$ cat config.mk
export PLATFORM = sky130hd
export DESIGN_NAME = sgio_lines
export DESIGN_NICKNAME = d
export VERILOG_FILES = /design/src/verilog/sgio_pkg.sv /design/src/verilog/sgio_lines.sv
export VERILOG_INCLUDE_DIRS = /design/src /design/src/verilog
export SDC_FILE = /design/constraint.sdc
export NUM_CORES = 1
export LEC_CHECK = 0
export BUFFER_PORTS_ARGS = -buffer_cell sky130_fd_sc_hd__clkbuf_2
export CAP_MARGIN = 20
export CORE_ASPECT_RATIO = 1.75
export CORE_MARGIN = 5
export CORE_UTILIZATION = 58
export CTS_BUF_LIST = sky130_fd_sc_hd__clkbuf_4 sky130_fd_sc_hd__clkbuf_8
export CTS_CLUSTER_SIZE = 24
export DETAILED_ROUTE_END_ITERATION = 8
export GPL_TIMING_DRIVEN = 0
export HOLD_SLACK_MARGIN = 0.15
export PLACE_DENSITY = 0.79
export SETUP_SLACK_MARGIN = 0.3
export SYNTH_ARGS = -nofsm -noshare
export SYNTH_HDL_FRONTEND = slang
export SYNTH_SLANG_ARGS = --single-unit
$ cat constraint.sdc
create_clock -name CLK_SYS -period 8.34 [get_ports CLK_SYS]
set_clock_uncertainty 0.2 [all_clocks]
set_input_delay 1.668 -clock CLK_SYS [delete_from_list [all_inputs] [get_ports CLK_SYS]]
set_output_delay 1.668 -clock CLK_SYS [all_outputs]
set_load 0.02 [all_outputs]
$ cat src/verilog/sgio_defs.svh
`ifndef SGIO_DEFS_SVH
`define SGIO_DEFS_SVH
// ==========================================================
// timing
`define SGIO_CLK_NS          25
`define SGIO_SERVO_NS        120000
`define SGIO_SERVO_CYCLES    (`SGIO_SERVO_NS / `SGIO_CLK_NS)
`define SGIO_AVG_WIN_NS      5000000
`define SGIO_AVG_WIN_TICKS   (`SGIO_AVG_WIN_NS / `SGIO_SERVO_NS)
`define SGIO_AVG_SHIFT       5
// ==========================================================
// register indices
`define SGIO_A_DIR           4'h0
`define SGIO_A_CMD           4'h1
`define SGIO_A_OUT           4'h2
`define SGIO_A_DEB           4'h3
`define SGIO_A_KILL          4'h4
`define SGIO_A_STOP          4'h5
`define SGIO_A_ANA           4'h6
`define SGIO_A_HS            4'h7
`define SGIO_A_STAT          4'h8
`define SGIO_A_MASK          4'h9
`define SGIO_A_ASEL          4'hA
`define SGIO_A_ADAT          4'hB
// ==========================================================
// status bits
`define SGIO_ST_KILL         0
`define SGIO_ST_STOP         1
`define SGIO_ST_TRIG         2
`define SGIO_ST_ERR          3
// ==========================================================
// field positions
`define SGIO_F_CMD_OP_LSB    4
`define SGIO_F_CMD_LEVEL     6
`define SGIO_F_CMD_OUTPUT    7
`define SGIO_F_DEB_LSB       8
`define SGIO_F_KILL_POL_LSB  4
`define SGIO_F_TRIG_EN       8
`define SGIO_F_TRIG_POL      9
`define SGIO_F_STOP_POL      3
`define SGIO_N_LINES         7
`define SGIO_N_CHAN          12
`endif

$ cat src/verilog/sgio_pkg.sv
package sgio_pkg;
  typedef enum logic [1:0] {
    OP_NONE,
    OP_CONFIG,
    OP_SET,
    OP_CLEAR
  } sgio_op_t;
  typedef logic [15:0] sgio_word_t;
endpackage

$ cat src/verilog/sgio_lines.sv
// Overview of operation
// - after reset every line is an input, no output driven
// - config command touches one line, may make it output with start level
// - set command makes line an output driven high, even from input use
// - clear command same as set but drives low
// - set or clear on a high-speed line is refused and flags an error
// - digital input change accepted after persisting programmed servo ticks
// - only lines 1..3 can kill motor; kill stops motor at once
// - each kill trigger has selectable active level
// - stop condition uses a line that is plain input only
// - line 1 can trigger scaled encoder output, filtered like other inputs
// - lines 4..7 single-ended analog; 4-5 and 6-7 differential pairs
// - single-ended samples 10 bit, differential 11 bit
// - results scaled to 16 bit: 0..32767 single, signed differential
// - differential value is difference of simultaneous samples of the pair
// - twelve analog channels: four single, two differential, six internal
// - device never starts link traffic; outputs are its only signal
// - each analog channel averaged with a 32-tick time constant (3.84 ms), refreshed every servo tick
`timescale 1ns/1ps
`default_nettype none
`include "sgio_defs.svh"

module sgio_lines #(
  parameter int SERVO_CYCLES = `SGIO_SERVO_CYCLES
) (
  input  wire logic        CLK_SYS,
  input  wire logic        RESETN,
  input  wire logic [3:0]  ADDR,
  input  wire logic [15:0] WDATA,
  input  wire logic        WR,
  input  wire logic        RD,
  output logic      [15:0] RDATA,
  input  wire logic [6:0]  LINE_IN,
  output logic      [6:0]  LINE_OUT,
  output logic      [6:0]  LINE_OE,
  input  wire logic [6:0]  HS_BUSY,
  input  wire logic [39:0] ADC_LINE,
  input  wire logic [59:0] ADC_INT,
  output logic             SERVO_TICK,
  output logic             MOTOR_KILL,
  output logic             MOTION_STOP,
  output logic             SCALED_TRIG,
  output logic             IRQ
);

  // ========================================================
  // servo tick
  logic [15:0] tick_cnt;
  logic        tick;
  assign tick       = (tick_cnt == 16'(SERVO_CYCLES - 1));
  assign SERVO_TICK = tick;

  always_ff @(posedge CLK_SYS) begin
    if (!RESETN || tick) begin
      tick_cnt <= 16'h0000;
    end else begin
      tick_cnt <= tick_cnt + 16'h0001;
    end
  end

  // ========================================================
  // command decode
  logic               wr_cmd;
  logic [2:0]         cmd_line;
  logic [6:0]         cmd_mask;
  sgio_pkg::sgio_op_t cmd_op;
  logic               cmd_hit;
  logic               cmd_err;
  logic               cmd_ok;
  assign wr_cmd   = WR && (ADDR == `SGIO_A_CMD);
  assign cmd_line = WDATA[2:0];
  assign cmd_mask = (cmd_line == 3'h0) ? 7'h00 : 7'(7'h01 << (cmd_line - 3'h1));
  assign cmd_op   = sgio_pkg::sgio_op_t'(WDATA[`SGIO_F_CMD_OP_LSB +: 2]);
  assign cmd_hit  = wr_cmd && (cmd_op != sgio_pkg::OP_NONE) && (cmd_mask != 7'h00);
  assign cmd_err  = cmd_hit && ((cmd_mask & HS_BUSY) != 7'h00);
  assign cmd_ok   = cmd_hit && !cmd_err;

  // ========================================================
  // direction and output level
  logic [6:0] dir;
  logic [6:0] out_lvl;
  assign LINE_OE  = dir;
  assign LINE_OUT = out_lvl;

  always_ff @(posedge CLK_SYS) begin
    if (!RESETN) begin
      dir     <= 7'h00;
      out_lvl <= 7'h00;
    end else if (cmd_ok) begin
      unique case (cmd_op)
        sgio_pkg::OP_CONFIG: begin
          if (WDATA[`SGIO_F_CMD_OUTPUT]) begin
            dir     <= dir | cmd_mask;
            out_lvl <= WDATA[`SGIO_F_CMD_LEVEL] ? (out_lvl | cmd_mask)
                                                : (out_lvl & ~cmd_mask);
          end else begin
            dir <= dir & ~cmd_mask;
          end
        end
        sgio_pkg::OP_SET: begin
          dir     <= dir | cmd_mask;
          out_lvl <= out_lvl | cmd_mask;
        end
        sgio_pkg::OP_CLEAR: begin
          dir     <= dir | cmd_mask;
          out_lvl <= out_lvl & ~cmd_mask;
        end
        sgio_pkg::OP_NONE: begin
          dir <= dir;
        end
      endcase
    end
  end

  // ========================================================
  // analog use of lines 4..7
  logic [3:0] ana_en;
  always_ff @(posedge CLK_SYS) begin
    if (!RESETN) begin
      ana_en <= 4'h0;
    end else if (WR && (ADDR == `SGIO_A_ANA)) begin
      ana_en <= WDATA[3:0];
    end else if (cmd_ok && (cmd_op != sgio_pkg::OP_CONFIG
                            || WDATA[`SGIO_F_CMD_OUTPUT])) begin
      // an output no longer serves as analog input
      ana_en <= ana_en & ~cmd_mask[6:3];
    end
  end

  // ========================================================
  // debounce, one counter per line
  logic [7:0] deb_cnt [7];
  logic [6:0] filt;
  logic       wr_deb;
  assign wr_deb = WR && (ADDR == `SGIO_A_DEB);

  genvar gi;
  generate
    for (gi = 0; gi < `SGIO_N_LINES; gi++) begin : g_deb
      logic [7:0] limit;
      logic [7:0] run;
      always_ff @(posedge CLK_SYS) begin
        if (!RESETN) begin
          limit <= 8'h00;
        end else if (wr_deb && (cmd_line == 3'(gi + 1))) begin
          limit <= WDATA[`SGIO_F_DEB_LSB +: 8];
        end
      end
      always_ff @(posedge CLK_SYS) begin
        if (!RESETN) begin
          run      <= 8'h00;
          filt[gi] <= 1'b0;
        end else if (tick) begin
          if (LINE_IN[gi] == filt[gi]) begin
            run <= 8'h00;
          end else if (run >= limit) begin
            filt[gi] <= LINE_IN[gi];
            run      <= 8'h00;
          end else begin
            run <= run + 8'h01;
          end
        end
      end
      assign deb_cnt[gi] = limit;
    end
  endgenerate

  // ========================================================
  // kill, stop and trigger configuration
  logic [9:0] kill_cfg;
  logic [3:0] stop_cfg;
  always_ff @(posedge CLK_SYS) begin
    if (!RESETN) begin
      kill_cfg <= 10'h000;
      stop_cfg <= 4'h0;
    end else if (WR && (ADDR == `SGIO_A_KILL)) begin
      kill_cfg <= WDATA[9:0];
    end else if (WR && (ADDR == `SGIO_A_STOP)) begin
      stop_cfg <= WDATA[3:0];
    end
  end

  logic [6:0] plain_in;
  logic [2:0] kill_hit;
  logic       kill_cond;
  logic       stop_cond;
  logic       trig_lvl;
  logic       trig_prev;
  assign plain_in = ~dir & ~HS_BUSY & ~{ana_en, 3'b000};
  assign kill_hit  = kill_cfg[2:0] & plain_in[2:0]
                   & ~(filt[2:0] ^ kill_cfg[`SGIO_F_KILL_POL_LSB +: 3]);
  assign kill_cond = |kill_hit;
  // stop line must be plain input
  assign stop_cond = (stop_cfg[2:0] != 3'h0)
                   && plain_in[stop_cfg[2:0] - 3'h1]
                   && (filt[stop_cfg[2:0] - 3'h1] == stop_cfg[`SGIO_F_STOP_POL]);
  // line 1 trigger on filtered level
  assign trig_lvl  = kill_cfg[`SGIO_F_TRIG_EN] && plain_in[0]
                   && (filt[0] == kill_cfg[`SGIO_F_TRIG_POL]);

  // kill also ends motion, so the stop output follows it
  always_ff @(posedge CLK_SYS) begin
    if (!RESETN) begin
      MOTOR_KILL  <= 1'b0;
      MOTION_STOP <= 1'b0;
      SCALED_TRIG <= 1'b0;
      trig_prev   <= 1'b0;
    end else begin
      MOTOR_KILL  <= kill_cond;
      MOTION_STOP <= stop_cond || kill_cond;
      SCALED_TRIG <= trig_lvl && !trig_prev;
      trig_prev   <= trig_lvl;
    end
  end

  // ========================================================
  // analog filtering: 12 channels, 5 fraction bits = x32 scale
  logic signed [11:0] chan_in [12];
  logic signed [16:0] avg     [12];
  generate
    for (gi = 0; gi < 4; gi++) begin : g_single
      assign chan_in[gi] = $signed({2'b00, ADC_LINE[gi*10 +: 10]});
    end
    for (gi = 0; gi < 2; gi++) begin : g_diff
      assign chan_in[4+gi] = $signed({2'b00, ADC_LINE[gi*20 +: 10]})
                           - $signed({2'b00, ADC_LINE[gi*20+10 +: 10]});
    end
    for (gi = 0; gi < 6; gi++) begin : g_int
      assign chan_in[6+gi] = $signed({2'b00, ADC_INT[gi*10 +: 10]});
    end
    for (gi = 0; gi < `SGIO_N_CHAN; gi++) begin : g_avg
      logic signed [17:0] err;
      assign err = 18'(chan_in[gi] * 32) - 18'(avg[gi]);
      // per-tick update of the running average
      always_ff @(posedge CLK_SYS) begin
        if (!RESETN) begin
          avg[gi] <= 17'sh00000;
        end else if (tick) begin
          avg[gi] <= avg[gi] + 17'(err >>> `SGIO_AVG_SHIFT);
        end
      end
    end
  endgenerate

  logic [3:0]  asel;
  logic [15:0] ana_word;
  always_ff @(posedge CLK_SYS) begin
    if (!RESETN) begin
      asel <= 4'h0;
    end else if (WR && (ADDR == `SGIO_A_ASEL)) begin
      asel <= WDATA[3:0];
    end
  end
  always_comb begin
    ana_word = 16'h0000;
    if (asel < 4'(`SGIO_N_CHAN)) begin
      if (avg[asel] > 17'sd32767) begin
        ana_word = 16'h7FFF;
      end else if (avg[asel] < -17'sd32768) begin
        ana_word = 16'h8000;
      end else begin
        ana_word = avg[asel][15:0];
      end
    end
  end

  // ========================================================
  // interrupts
  logic [3:0] status;
  logic [3:0] mask;
  logic [3:0] st_set;
  logic [3:0] st_clr;
  logic       kill_q;
  logic       stop_q;
  assign st_set = {cmd_err, SCALED_TRIG, stop_cond && !stop_q,
                   kill_cond && !kill_q};
  assign st_clr = (WR && (ADDR == `SGIO_A_STAT)) ? WDATA[3:0] : 4'h0;
  assign IRQ    = |(status & mask);

  // set wins over a same-cycle clear
  always_ff @(posedge CLK_SYS) begin
    if (!RESETN) begin
      status <= 4'h0;
      mask   <= 4'h0;
      kill_q <= 1'b0;
      stop_q <= 1'b0;
    end else begin
      status <= (status & ~st_clr) | st_set;
      kill_q <= kill_cond;
      stop_q <= stop_cond;
      if (WR && (ADDR == `SGIO_A_MASK)) begin
        mask <= WDATA[3:0];
      end
    end
  end

  // ========================================================
  // read port; the device only answers, never initiates
  // answer-only access
  always_ff @(posedge CLK_SYS) begin
    if (!RESETN) begin
      RDATA <= 16'h0000;
    end else if (RD) begin
      unique case (ADDR)
        `SGIO_A_DIR:  RDATA <= {9'h000, dir};
        `SGIO_A_OUT:  RDATA <= {9'h000, out_lvl};
        `SGIO_A_DEB:  RDATA <= {9'h000, filt};
        `SGIO_A_KILL: RDATA <= {6'h00, kill_cfg};
        `SGIO_A_STOP: RDATA <= {12'h000, stop_cfg};
        `SGIO_A_ANA:  RDATA <= {12'h000, ana_en};
        `SGIO_A_HS:   RDATA <= {9'h000, HS_BUSY};
        `SGIO_A_STAT: RDATA <= {12'h000, status};
        `SGIO_A_MASK: RDATA <= {12'h000, mask};
        `SGIO_A_ASEL: RDATA <= {12'h000, asel};
        `SGIO_A_ADAT: RDATA <= ana_word;
        default:      RDATA <= 16'h0000;
      endcase
    end else begin
      RDATA <= 16'h0000;
    end
  end

  // ========================================================
  // checks
  logic [6:0] last_mask;
  always_ff @(posedge CLK_SYS) begin
    last_mask <= cmd_mask;
  end

  property p_reset_inputs;
    @(posedge CLK_SYS) !RESETN |=> (LINE_OE == 7'h00);
  endproperty
  a_reset_inputs: assert property (p_reset_inputs)
    else $error("line driven after reset");

  property p_config_out;
    @(posedge CLK_SYS) disable iff (!RESETN)
      cmd_ok && cmd_op == sgio_pkg::OP_CONFIG && WDATA[`SGIO_F_CMD_OUTPUT]
      |=> ((LINE_OE & last_mask) == last_mask)
          && (((LINE_OUT & last_mask) != 7'h00) == $past(WDATA[6]));
  endproperty
  a_config_out: assert property (p_config_out)
    else $error("config did not set output or level");

  property p_set_high;
    @(posedge CLK_SYS) disable iff (!RESETN)
      cmd_ok && cmd_op == sgio_pkg::OP_SET
      |=> ((LINE_OE & LINE_OUT & last_mask) == last_mask)
          && ((ana_en & last_mask[6:3]) == 4'h0);
  endproperty
  a_set_high: assert property (p_set_high)
    else $error("set command did not drive high");

  property p_clear_low;
    @(posedge CLK_SYS) disable iff (!RESETN)
      cmd_ok && cmd_op == sgio_pkg::OP_CLEAR
      |=> ((LINE_OE & last_mask) == last_mask)
          && ((LINE_OUT & last_mask) == 7'h00);
  endproperty
  a_clear_low: assert property (p_clear_low)
    else $error("clear command did not drive low");

  property p_hs_refused;
    @(posedge CLK_SYS) disable iff (!RESETN)
      cmd_err |=> $stable(LINE_OE) && $stable(LINE_OUT)
                  && status[`SGIO_ST_ERR];
  endproperty
  a_hs_refused: assert property (p_hs_refused)
    else $error("high-speed line was reassigned");

  property p_filter_on_tick;
    @(posedge CLK_SYS) disable iff (!RESETN)
      !$past(tick) |-> $stable(filt);
  endproperty
  a_filter_on_tick: assert property (p_filter_on_tick)
    else $error("filtered input moved between ticks");

  property p_kill_now;
    @(posedge CLK_SYS) disable iff (!RESETN)
      kill_cond |=> MOTOR_KILL && MOTION_STOP;
  endproperty
  a_kill_now: assert property (p_kill_now)
    else $error("kill not raised on trigger");

  property p_stop_plain;
    @(posedge CLK_SYS) disable iff (!RESETN)
      MOTION_STOP && !MOTOR_KILL |-> $past(stop_cond);
  endproperty
  a_stop_plain: assert property (p_stop_plain)
    else $error("stop raised without a valid input line");

endmodule
`default_nettype wire

Word-level counts from Yosys, hierarchy flattened
Memory sizes are Yosys's and may differ from the RTL's. A register that Yosys moved wholly into a read port is not among the register bits.
Cells that the tools add are included.
W data, S select, Z words.
{"block": "classes", "n_addsub": 36, "n_shift": 1, "n_bitwise": 42, "magnitude_cmp": 11, "n_mux": 49, "eq_ne": 33, "n_reduce_logical": 58}
{"operator": "$sub A16 B17 Y18", "count": 12}
{"operator": "$add A17 B13 Y17", "count": 12}
{"operator": "$mux W17", "count": 12}
{"operator": "$pmux W16 S11", "count": 1}
{"operator": "$mux W8", "count": 14}
{"operator": "$add A8 B1 Y8 const B", "count": 7}
{"operator": "$ge A8 B8 Y1", "count": 7}
{"operator": "$mux W16", "count": 3}
{"operator": "$and A7 B7 Y7", "count": 5}
{"operator": "$mux W7", "count": 4}
{"operator": "$not A7 Y7", "count": 4}
{"operator": "$logic_and A1 B1 Y1", "count": 27}
{"operator": "$reduce_and A3 Y1", "count": 8}
{"operator": "$sub A10 B10 Y11", "count": 2}
{"operator": "$pmux W7 S3", "count": 1}
{"operator": "$mux W4", "count": 5}
{"operator": "$gt A17 B16 Y1 const B", "count": 1}
{"operator": "$lt A17 B16 Y1 const B", "count": 1}
{"operator": "$add A16 B1 Y16 const B", "count": 1}
{"operator": "$eq A16 B13 Y1 const B", "count": 1}
{"operator": "$eq A4 B3 Y1 const B", "count": 4}
{"operator": "$eq A4 B4 Y1 const B", "count": 4}
{"operator": "$or A7 B7 Y7", "count": 2}
{"operator": "$pmux W7 S2", "count": 1}
{"operator": "other kinds (36)", "count": 91}
{"block": "totals", "n_memories": 1, "ramBits": 204, "inputBits": 138, "wordCells": 267, "out_inout_bits": 35, "regBits": 200}
{"memory": "avg", "words": 12, "word_bits": 17, "read_ports": 13, "rd_clocked_by_memory_dff": 1, "write_ports": 12, "line": "sgio_lines.sv:219", "text": "logic signed [16:0] avg [12];"}

Depth between registers and ports, before layout
{"block": "logic_depth", "depth_word": 11, "depth_mapped": 28, "depth_no_buf": 28}

Least setup slack after synthesis
Ideal clock, no wire load.
{"block": "synth_path", "kind": "in2reg", "startpoint": "input RESETN", "endpoint": "memory avg[0][0] (enable)", "setup_time_ns": 0.649, "path_stages": 5, "arrival_time_ns": 7.857, "slack_ns": -0.366, "path_buffers": 2, "cell_sequence": "inv_1 nor2_1 clkbuf_1 inv_2 clkbuf_1"}
{"element": "from (decl)", "line": "sgio_lines.sv:27", "text": "input wire logic RESETN,"}
{"element": "to (decl)", "line": "sgio_lines.sv:219"}

==> impl_metrics.env <==
export IMPL_cp_top_family="compound AO/OA/AOI/OAI gates"
export IMPL_portBuffers=165
export IMPL_detail_route_antenna_nets=0
export IMPL_layout_drive_gt1_share_pct=9.59
export IMPL_syn_area_per_cell_um2=9.04
export IMPL_grt_overflow_total=0
export IMPL_cp_required_ns=8.52
export IMPL_gp_congestion=1.01
export IMPL_p_leak_nw=15.5
export IMPL_coreArea_um2=55300
export IMPL_hold_path_class="reg -> reg"
export IMPL_clockBufferDepth=3
export IMPL_wirelength_um=94900
export IMPL_final_nets=4390
export IMPL_die_h_um=323
export IMPL_yosys_register_bits=408
export IMPL_slew_viol_final=0
export IMPL_muxShareOfSynthArea_pct=7.72
export IMPL_num_rows=114
export IMPL_finalHoldViolCount=0
export IMPL_crit_fanout=6
export IMPL_p_per_area_nw_per_um2=166
export IMPL_detail_route_wl_per_cell_um=20.7
export IMPL_cp_slowest_cell="a221oi_1"
export IMPL_root_buffer="clkbuf_8"
export IMPL_crit_arrival_ns=6.79
export IMPL_yosysTopAreaCell="edfxtp_1"
export IMPL_worst_pin_slew_ns=1.13
export IMPL_final_core_util_pct=64.4
export IMPL_slew_headroom_pct=24.8
export IMPL_worst_path_largest_cell_delay_ns=0.44
export IMPL_first_pass_iters=6
export IMPL_ir_drop_uv=152
export IMPL_dieArea_um2=61000
export IMPL_path_class="in -> reg"
export IMPL_synth_top_family_by_area="adder cells"
export IMPL_grt_pass1_wl_um=145000
export IMPL_tns_ns=0
export IMPL_cts_sinks=408
export IMPL_yosys_area_share_adder_pct=16.6
export IMPL_clk_pin_slew_ns=0.06
export IMPL_num_vias=27990
export IMPL_routed_via_density=6.11
export IMPL_synth_edf_count=204
export IMPL_cts_tree="yes"
export IMPL_cts_hold_buffers=0
export IMPL_synth_compound_area_share_pct=15.1
export IMPL_htree_levels=3
export IMPL_synthTopCellsByArea="edfxtp_1, ha_1, dfxtp_1"
export IMPL_cts_made_buffers=67
export IMPL_synth_common_cells="nor2_1, ha_1, inv_1"
export IMPL_post_cts_buffers=0
export IMPL_critPathCaptureType="flop"
export IMPL_cp_num_buf_inv=3
export IMPL_yosysUniqueCellTypes=82
export IMPL_drt_iter0_markers=1784
export IMPL_fin_crit_ns=6.61
export IMPL_grt_max_degree=92
export IMPL_place_detailed_hpwl_um=76300
export IMPL_status="finished, final reports clean"
export IMPL_cap_violations=0
export IMPL_finalSetupViolCount=0
export IMPL_path_common_cell="ha_1"
export IMPL_multi_input_area_um2=20800
export IMPL_cts_resized_gates=0
export IMPL_syn2layout_area_growth_pct=9.75
export IMPL_io_pins=173
export IMPL_final_period_utilization_pct=79.2
export IMPL_grt_pass1_vias=27756
export IMPL_yosysWarningCount=0
export IMPL_die_x_um=189
export IMPL_async_reset_ff_share_pct=0
export IMPL_synth_top_area_share_pct=18.9
export IMPL_rsz0062_at_grt="no"
export IMPL_grt_total_usage_pct=30.3
export IMPL_yosysMostFrequentCell="nor2_1"
export IMPL_post_route_drc_count=0
export IMPL_synth_simple_area_share_pct=15.9
export IMPL_initial_core_util_pct=58.7
export IMPL_clk_insertion_delay_late_ns=0.67
export IMPL_fmax_mhz=151
export IMPL_yosysSeqAreaShare_pct=31.4
export IMPL_synthXorXnorAreaFrac_pct=8.85
export IMPL_synthesis_nets=4151
export IMPL_path_cells="clkbuf_2, inv_1, ha_1, inv_1, fa_1, nand2_1, nand2_1, a21oi_1, xnor2_1, ha_1, and3_1, a221o_1, and2_1, a311o_1, a21oi_1, xnor2_1, ha_1, and3_1, a221oi_1, o21ai_1, a21o_1, a311oi_1, xor2_1, nor2_1"
export IMPL_register_area_um2=10200
export IMPL_antenna_found_initial=3
export IMPL_synth_ff_type="edfxtp_1"
export IMPL_syn_inst=3591
export IMPL_nFillCells=4702
export IMPL_syn_area_um2=32500
export IMPL_cp_start_kind="input port"
-- layer usage --
| layer | vias to the layer above | global-route usage, % | part of all wire [%] |
|---|---|---|---|
| li1 | 13344 | - | - |
| met1 | 13225 | 30.2 | 34 |
| met2 | 1032 | 54.7 | 50 |
| met3 | 387 | 4.53 | 6.0 |
| met4 | 2 | 26.3 | 10 |
| met5 | - | 0 | 0.014 |
-- state kept, by name, indices dropped and copies added, names as in the netlist, 4 cells and up, named ones only --
signal and cells:
RDATA 16, ana_en 4, asel 4, avg 204, filt 7, g_deb.limit 56, g_deb.run 56, kill_cfg 10
mask 4, status 4, stop_cfg 4, tick_cnt 16
-- through the flow --
step                worst slack (ns)  hold slack, ns  area, µm²  power (mW)  std cells
floorplan                       1.85           0.167      32500        3.66       3591
global placement               0.807           0.173      34200        4.03       4452
detailed placement              1.08           0.184      34300        4.06       4456
CTS                             1.77           0.189      35600        5.91       4576
global route                    1.36           0.218      35600        6.23       4578
finish                          1.73           0.187      35600        5.91       4579
-- worst reg2reg max path: cells and delay by family, from the launching register on --
| kind | cells | cell delay (ns) |
|---|---|---|
| flip-flops | 1 | 0.48 |
| adder cells (fa/ha/maj) | 1 | 0.31 |
| AND/OR/NAND/NOR | 4 | 0.95 |
| AO/OA/AOI/OAI | 7 | 2.68 |
| XOR/XNOR | 2 | 0.42 |
-- cells by family after synthesis --
group           Yosys count
simple gates           1130
compound gates          743
fa+ha+maj               422
flops                   408
buf+inv                 377
xor+xnor                328
mux                     183
-- layout by cell type, fill, tap and decap left out, drive strengths merged, types with 9 or more instances in the layout --
master  Yosys  routed
or3        22      22
o31ai       9       9
nor2b      38      38
clkinv      0      13
fa         14      14
o21a       35      35
xnor2     179     179
nand2     186     186
a41o       17      17
clkbuf     84     349
a211o      10      10
dfxtp     204     204
mux2       17      17
o21ai     124     124
ha        408     408
mux2i     114     114
nor3       90      90
o41ai       9       9
mux4       52      52
a31oi      23      23
edfxtp    204     204
or4        11      11
a21o       93      93
buf        11      16
a211oi     38      38
a21oi     243     243
nor2      494     494
xor2      149     149
nand3     112     112
nand4      14      14
and2       54      54
and3       29      29
inv       282     288
o21bai     23      23
nand2b     48      48
o211ai      9       9
a22o       28      28
-- where the power goes --
part	internal [mW]	total [mW]	switching (mW)
Combinational	0.804	1.87	1.06
Clock	0.969	1.85	0.878
Sequential	2.14	2.19	0.0513
-- layout make-up --
type	instances	share of cell area, %
inverter	282	2.97
buffer	95	1.05
clock buffer	100	3.39
timing repair buffer	170	2.60
sequential	408	28.7
clock inverter	20	0.407
tap	696	2.44
multi-input combinational	2806	58.5
antenna	2	0.0140
-- path summary, 6_finish.rpt --
check	slack [ns]	cells after the start	endpoint	from
max reg2reg	3.03	14	avg[7][16]	avg[7][3]
max	1.73	24	avg[5][16]	ADC_LINE[20]
min	0.19	1	SCALED_TRIG	trig_prev
min reg2reg	0.19	1	SCALED_TRIG	trig_prev
Power figures use the tool's default switching activity.
